--- config.mk ---
export PLATFORM = sky130hd
export DESIGN_NAME = dma_event_status
export DESIGN_NICKNAME = d
export VERILOG_FILES = /design/src/design/dma_event_status.v
export VERILOG_INCLUDE_DIRS = /design/src /design/src/inc
export SDC_FILE = /design/constraint.sdc
export NUM_CORES = 1
export LEC_CHECK = 0
export BUFFER_PORTS_ARGS = -buffer_cell sky130_fd_sc_hd__buf_2
export CORE_UTILIZATION = 43
export CTS_BUF_LIST = sky130_fd_sc_hd__clkbuf_16
export CTS_CLUSTER_SIZE = 30
export DETAILED_ROUTE_END_ITERATION = 12
export HOLD_SLACK_MARGIN = 0.05
export PLACE_DENSITY_LB_ADDON = 0.1
export SYNTH_ARGS = -nofsm -noshare
export SYNTH_HDL_FRONTEND = slang
export SYNTH_SLANG_ARGS = --single-unit
--- constraint.sdc ---
create_clock -name CLK_SYS -period 2.3 [get_ports CLK_SYS]
set_input_delay 0.46 -clock CLK_SYS [delete_from_list [all_inputs] [get_ports CLK_SYS]]
set_output_delay 0.46 -clock CLK_SYS [all_outputs]
set_load 0.005 [all_outputs]
--- src/inc/dma_event_defs.vh ---
// Purpose: constants for the hash dma event status block
// Assumes: 32-bit axi4-lite register bus
// Notes: byte offsets, field positions, reset values
`ifndef DMA_EVENT_DEFS_VH
`define DMA_EVENT_DEFS_VH
// ----------------------------------------
// register byte offsets
// ----------------------------------------
`define OFS_MASK 12'h810
`define OFS_RAW 12'h814
`define OFS_MASKED 12'h818
`define OFS_ACK 12'h81C
`define OFS_IRQ_EN 12'h820
// ----------------------------------------
// fields and reset values
// ----------------------------------------
`define EV_W 3
`define EV_DIN 2
`define EV_COUT 1
`define EV_CIN 0
`define MASK_RST 3'h7
`define EV_ZERO 3'h0
`define IRQ_EN_RST 1'h1
`define RESP_OKAY 2'h0
`define RESP_SLVERR 2'h2
`define WORD_ZERO 32'h00000000
`define ADDR_LSB 2
`endif

--- src/design/dma_event_status.v ---
// Purpose: raw, masked and acknowledge status for the hash dma events
// Assumes: one clock, event pulses synchronous to CLK_SYS
// Notes: registers reached over axi4-lite, one word each
`include "dma_event_defs.vh"

// Notes on behaviour
// - raw bit 2 sets when dma finishes input data; resets to zero.
// - raw bit 1 sets when dma finishes context output; resets to zero.
// - raw bit 0 sets when dma finishes context input; resets to zero.
// - raw status is read-only; upper bits reserved; writes to it never alter flags.
// - masked status bits show raw flags gated by their mask bits.
// - writing one to an acknowledge bit clears that event flag.
// - acknowledge register always reads zero.
// - three read-write mask bits, reset to one, enable event interrupts.
module dma_event_status #(
   parameter AW = 12
)(
   input wire CLK_SYS,
   input wire NRST,
   input wire EV_DIN_DONE,
   input wire EV_COUT_DONE,
   input wire EV_CIN_DONE,
   input wire [AW-1:0] S_AXI_AWADDR,
   input wire S_AXI_AWVALID,
   output reg S_AXI_AWREADY,
   input wire [31:0] S_AXI_WDATA,
   input wire [3:0] S_AXI_WSTRB,
   input wire S_AXI_WVALID,
   output reg S_AXI_WREADY,
   output reg [1:0] S_AXI_BRESP,
   output reg S_AXI_BVALID,
   input wire S_AXI_BREADY,
   input wire [AW-1:0] S_AXI_ARADDR,
   input wire S_AXI_ARVALID,
   output reg S_AXI_ARREADY,
   output reg [31:0] S_AXI_RDATA,
   output reg [1:0] S_AXI_RRESP,
   output reg S_AXI_RVALID,
   input wire S_AXI_RREADY,
   output reg IRQ
);

   // ----------------------------------------
   // state
   // ----------------------------------------
   reg [`EV_W-1:0] raw_q;
   reg [`EV_W-1:0] raw_d;
   reg [`EV_W-1:0] mask_q;
   reg irq_en_q;
   reg [AW-1:0] awaddr_q;
   reg aw_have_q;
   reg [31:0] wdata_q;
   reg w_have_q;
   wire [`EV_W-1:0] events;
   wire wr_fire;
   wire [AW-1:0] wa;
   wire [31:0] wd;
   wire [`EV_W-1:0] ack_bits;
   wire [`EV_W-1:0] masked;

   // word-aligned compare, low address bits ignored
   function hit;
      input [AW-1:0] a;
      input [11:0] ofs;
      begin
         hit = (a[AW-1:`ADDR_LSB] == ofs[AW-1:`ADDR_LSB]);
      end
   endfunction

   assign events = {EV_DIN_DONE, EV_COUT_DONE, EV_CIN_DONE};
   assign masked = raw_q & mask_q;
   assign wa = aw_have_q ? awaddr_q : S_AXI_AWADDR;
   assign wd = w_have_q ? wdata_q : S_AXI_WDATA;
   // take the write once both halves are present and no response waits
   assign wr_fire = (aw_have_q | S_AXI_AWVALID) & (w_have_q | S_AXI_WVALID) & ~S_AXI_BVALID;
   assign ack_bits = (wr_fire && hit(wa, `OFS_ACK) && S_AXI_WSTRB[0]) ?
                     wd[`EV_W-1:0] : `EV_ZERO;

   // ----------------------------------------
   // event flags
   // ----------------------------------------
   // set beats clear so a pulse in the ack cycle is not lost
   always @*
   begin
      raw_d = (raw_q & ~ack_bits) | events;
   end

   always @(posedge CLK_SYS or negedge NRST)
   begin
      if (!NRST)
      begin
         raw_q <= `EV_ZERO;
         mask_q <= `MASK_RST;
         irq_en_q <= `IRQ_EN_RST;
         IRQ <= 1'b0;
      end
      else
      begin
         raw_q <= raw_d;
         if (wr_fire && hit(wa, `OFS_MASK) && S_AXI_WSTRB[0])
         begin
            mask_q <= wd[`EV_W-1:0];
         end
         if (wr_fire && hit(wa, `OFS_IRQ_EN) && S_AXI_WSTRB[0])
         begin
            irq_en_q <= wd[0];
         end
         // updates at the same edge as the flags, from a flop
         IRQ <= irq_en_q & (|(raw_d & mask_q));
      end
   end

   // ----------------------------------------
   // write channel
   // ----------------------------------------
   always @(posedge CLK_SYS or negedge NRST)
   begin
      if (!NRST)
      begin
         awaddr_q <= {AW{1'b0}};
         aw_have_q <= 1'b0;
         wdata_q <= `WORD_ZERO;
         w_have_q <= 1'b0;
         S_AXI_AWREADY <= 1'b0;
         S_AXI_WREADY <= 1'b0;
         S_AXI_BVALID <= 1'b0;
         S_AXI_BRESP <= `RESP_OKAY;
      end
      else
      begin
         S_AXI_AWREADY <= 1'b0;
         S_AXI_WREADY <= 1'b0;
         if (wr_fire)
         begin
            S_AXI_AWREADY <= ~aw_have_q;
            S_AXI_WREADY <= ~w_have_q;
            aw_have_q <= 1'b0;
            w_have_q <= 1'b0;
            S_AXI_BVALID <= 1'b1;
            // raw and masked status are read-only; writing them is an error
            if (hit(wa, `OFS_MASK) || hit(wa, `OFS_ACK) || hit(wa, `OFS_IRQ_EN))
            begin
               S_AXI_BRESP <= `RESP_OKAY;
            end
            else
            begin
               S_AXI_BRESP <= `RESP_SLVERR;
            end
         end
         else
         begin
            if (S_AXI_AWVALID && !aw_have_q && !S_AXI_AWREADY)
            begin
               awaddr_q <= S_AXI_AWADDR;
               aw_have_q <= 1'b1;
               S_AXI_AWREADY <= 1'b1;
            end
            if (S_AXI_WVALID && !w_have_q && !S_AXI_WREADY)
            begin
               wdata_q <= S_AXI_WDATA;
               w_have_q <= 1'b1;
               S_AXI_WREADY <= 1'b1;
            end
            if (S_AXI_BVALID && S_AXI_BREADY)
            begin
               S_AXI_BVALID <= 1'b0;
            end
         end
      end
   end

   // ----------------------------------------
   // read channel
   // ----------------------------------------
   always @(posedge CLK_SYS or negedge NRST)
   begin
      if (!NRST)
      begin
         S_AXI_ARREADY <= 1'b0;
         S_AXI_RVALID <= 1'b0;
         S_AXI_RDATA <= `WORD_ZERO;
         S_AXI_RRESP <= `RESP_OKAY;
      end
      else
      begin
         S_AXI_ARREADY <= 1'b0;
         if (S_AXI_RVALID)
         begin
            if (S_AXI_RREADY)
            begin
               S_AXI_RVALID <= 1'b0;
            end
         end
         else if (S_AXI_ARVALID && !S_AXI_ARREADY)
         begin
            S_AXI_ARREADY <= 1'b1;
            S_AXI_RVALID <= 1'b1;
            S_AXI_RRESP <= `RESP_OKAY;
            S_AXI_RDATA <= `WORD_ZERO;
            if (hit(S_AXI_ARADDR, `OFS_MASK))
            begin
               S_AXI_RDATA[`EV_W-1:0] <= mask_q;
            end
            else if (hit(S_AXI_ARADDR, `OFS_RAW))
            begin
               S_AXI_RDATA[`EV_W-1:0] <= raw_q;
            end
            else if (hit(S_AXI_ARADDR, `OFS_MASKED))
            begin
               S_AXI_RDATA[`EV_W-1:0] <= masked;
            end
            else if (hit(S_AXI_ARADDR, `OFS_ACK))
            begin
               S_AXI_RDATA <= `WORD_ZERO;
            end
            else if (hit(S_AXI_ARADDR, `OFS_IRQ_EN))
            begin
               S_AXI_RDATA[0] <= irq_en_q;
            end
            else
            begin
               S_AXI_RRESP <= `RESP_SLVERR;
            end
         end
      end
   end

endmodule // dma_event_status

==> impl_metrics.json <==
{
  "worst_slew_pin_slew_ns": 0.7175,
  "place.port_buffers": 44,
  "crit_arrival_ns": 2.26,
  "vias": 1371,
  "clk_pin_slew_ns": 0.05,
  "fin_ws_ns": 0.1945,
  "hold_viol_final": 0,
  "critPathKind": "flop to flop",
  "die_h_um": 67.34,
  "pin_count": 112,
  "final_common_cell": "buf_2",
  "totalWireLength_mm": 3.401,
  "drc": 0,
  "grt_use_total": 0.1634,
  "rr_worst_depth": 6,
  "mostFrequentLayoutCells": "44 x buf_2, 31 x conb_1, 29 x dfrtp_1",
  "place_area_sq_mm": 0.002007,
  "area_growth_pct": 16.84,
  "syn-cell-area_sq_mm": 0.001836,
  "vias_per_cell": 4.879,
  "min_path_type": "input pin to asynchronous set/reset pin",
  "ys_dominant_reg_cell": "dfrtp_1",
  "yosysUniqueCellTypes": 44,
  "design.core.area_sq_mm": 0.004058,
  "synth_edf_count": 0,
  "fin_nets": 300,
  "netlist_instances": 179,
  "power-per-cell-area_mw_per_mm2": 1007,
  "cts.sinks": 33,
  "start_util": 0.4524,
  "first_global_vias": 1224,
  "critical_path.max_fanout": 8,
  "slew_headroom": 0.5217,
  "async_reset_ff_frac": 1.000,
  "fin_worst_skew_ns": 0.001380,
  "place_ws_ns": 0.1076,
  "ant_nets": 0,
  "clockBufferDepth": 2,
  "dp_hpwl_mm": 2.636,
  "grt_max_degree": 34,
  "dr.pass1.iters": 4,
  "grt_first_pass_wirelength_mm": 5.388,
  "synth_warnings": 0,
  "drtIter0Drc": 48,
  "fmax_ghz": 0.4750,
  "period_share": 0.9154,
  "max-vdd-ir-drop_v": 0.0005933,
  "yosysSeqAreaShare": 0.4526,
  "grt-ovfl-total": 0,
  "rows": 23,
  "setup_viol": 0,
  "synth-seq-cells": 33,
  "drive_gt1_frac": 0.3506,
  "post-route-min-period_ns": 2.105,
  "rsz0062_at_grt": "false",
  "cts.repair.resized": 0,
  "antenna_cells": 0,
  "die_area_sq_mm": 0.004534,
  "maxSlewViolCount": 0,
  "cp-start-kind": "flop",
  "leakage_nw": 1.050,
  "syn-mean-instance-area_sq_um": 10.25,
  "gp_congestion": 0.7210,
  "worstSkewPairLatency_ns": 0.27,
  "crit_required_ns": 2.45,
  "timing.critical_path.to_type": "flop",
  "holdBufCountCts": 0,
  "antenna_found_initial": 0,
  "clockRootBuffer": "clkbuf_16",
  "fill_cells": 371,
  "cts-buffers-inserted": 5,
  "tns_ns": 0,
  "cts_tree": "done",
  "status": "finished clean",
  "maxCapViolCount": 0,
  "die_w_um": 67.34,
  "htreeDepth": 2,
  "cts_setup_buffers": 0,
  "wl_per_cell_um": 12.10,
  "design_area_sq_mm": 0.002145
}
==> logic make-up after synthesis <==
| group | Yosys count | share of synthesized area |
|---|---|---|
| buf+inv | 47 | 0.1650 |
| simple gates | 44 | 0.1268 |
| compound gates | 35 | 0.1377 |
| flops | 33 | 0.4526 |
| mux | 19 | 0.1159 |
| other cells | 1 | 0.002043 |
==> stage by stage <==
stage	instances	hold WS (ns)	total power, mW	utilization
finish	281	0.2381	2.160	0.5285
global route	281	0.3108	2.312	0.5285
CTS	281	0.2775	2.192	0.5285
detailed placement	273	0.4598	1.560	0.4946
global placement	273	0.4557	1.512	0.4946
floorplan	209	0.1644	1.397	-
==> where the power goes <==
part           total [mW]  switching [mW]  leakage (nW)  internal [mW]
logic               0.642           0.313         0.596          0.328
clock network       0.621           0.230        0.0687          0.391
registers           0.898           0.134         0.385          0.763
total                2.16           0.678          1.05           1.48
==> flip-flops by register name, summed over array words and instances (netlist names) <==
register	flops
awaddr_q	10
S_AXI_RDATA	3
mask_q	3
raw_q	3
wdata_q	3
IRQ	1
S_AXI_ARREADY	1
S_AXI_AWREADY	1
S_AXI_BRESP	1
S_AXI_BVALID	1
S_AXI_RRESP	1
S_AXI_RVALID	1
S_AXI_WREADY	1
aw_have_q	1
irq_en_q	1
w_have_q	1
==> area by class of cell <==
class / instances / area [sq um] / area share
tap: 50 / 62.56 / 0.02917
inverter: 13 / 48.80 / 0.02275
clock buffer: 5 / 125.1 / 0.05834
multi-input combinational: 129 / 814.5 / 0.3798
timing repair buffer: 48 / 250.2 / 0.1167
clock inverter: 3 / 12.51 / 0.005834
sequential: 33 / 830.8 / 0.3874
==> path summary, 6_finish.rpt <==
check,startpoint,slack [ns],endpoint
worst max-delay path,aw_have_q$_DFFE_PN0P_,0.19,IRQ$_DFF_PN0_
worst min-delay path,NRST,0.24,S_AXI_AWREADY$_DFF_PN0_
worst max register to register,aw_have_q$_DFFE_PN0P_,0.19,IRQ$_DFF_PN0_
worst min register to register,S_AXI_RDATA[0]$_DFFE_PN0P_,0.47,S_AXI_RDATA[0]$_DFFE_PN0P_
max in group asynchronous,NRST,1.60,raw_q[2]$_DFF_PN0_
min in group CLK_SYS,S_AXI_BREADY,0.37,S_AXI_BVALID$_DFFE_PN0P_
==> synthesized netlist by cell type, types with 2 or more instances <==
master    instances  area share
buf_4            31        0.13
dfrtp_1          29        0.40
nor2_1           15       0.031
mux2_2           14       0.086
inv_1            11       0.022
nand2_1           9       0.018
a21oi_1           8       0.022
o21ai_0           8       0.022
dfstp_2           4       0.057
mux2i_1           4       0.022
a31oi_1           3       0.010
nand2b_1          3       0.010
a311oi_1          2      0.0095
buf_2             2      0.0055
nand2b_2          2      0.0095
nand3_1           2      0.0055
nand4_1           2      0.0068
nor2b_1           2      0.0068
nor3_1            2      0.0055
o41ai_1           2      0.0095
==> per-layer routing <==
metal | part of all wire | wire length [um] | GRT usage | vias up
met5 | 0 | 0 | 0 | -
met4 | 0.0050 | 17 | 0.05585 | 0
met3 | 0.055 | 188 | 0.06419 | 2
met2 | 0.50 | 1715 | 0.2663 | 62
met1 | 0.43 | 1479 | 0.1955 | 644
li1 | - | - | - | 663
==> worst max-delay path, stage by stage, from the launching register on <==
cell,delay [ns]
dfrtp_1,0.49
inv_2,0.10
o32a_1,0.41
a2111oi_4,0.33
buf_4,0.20
a41oi_1,0.11
o31a_1,0.33
Power figures use the tool's default switching activity.
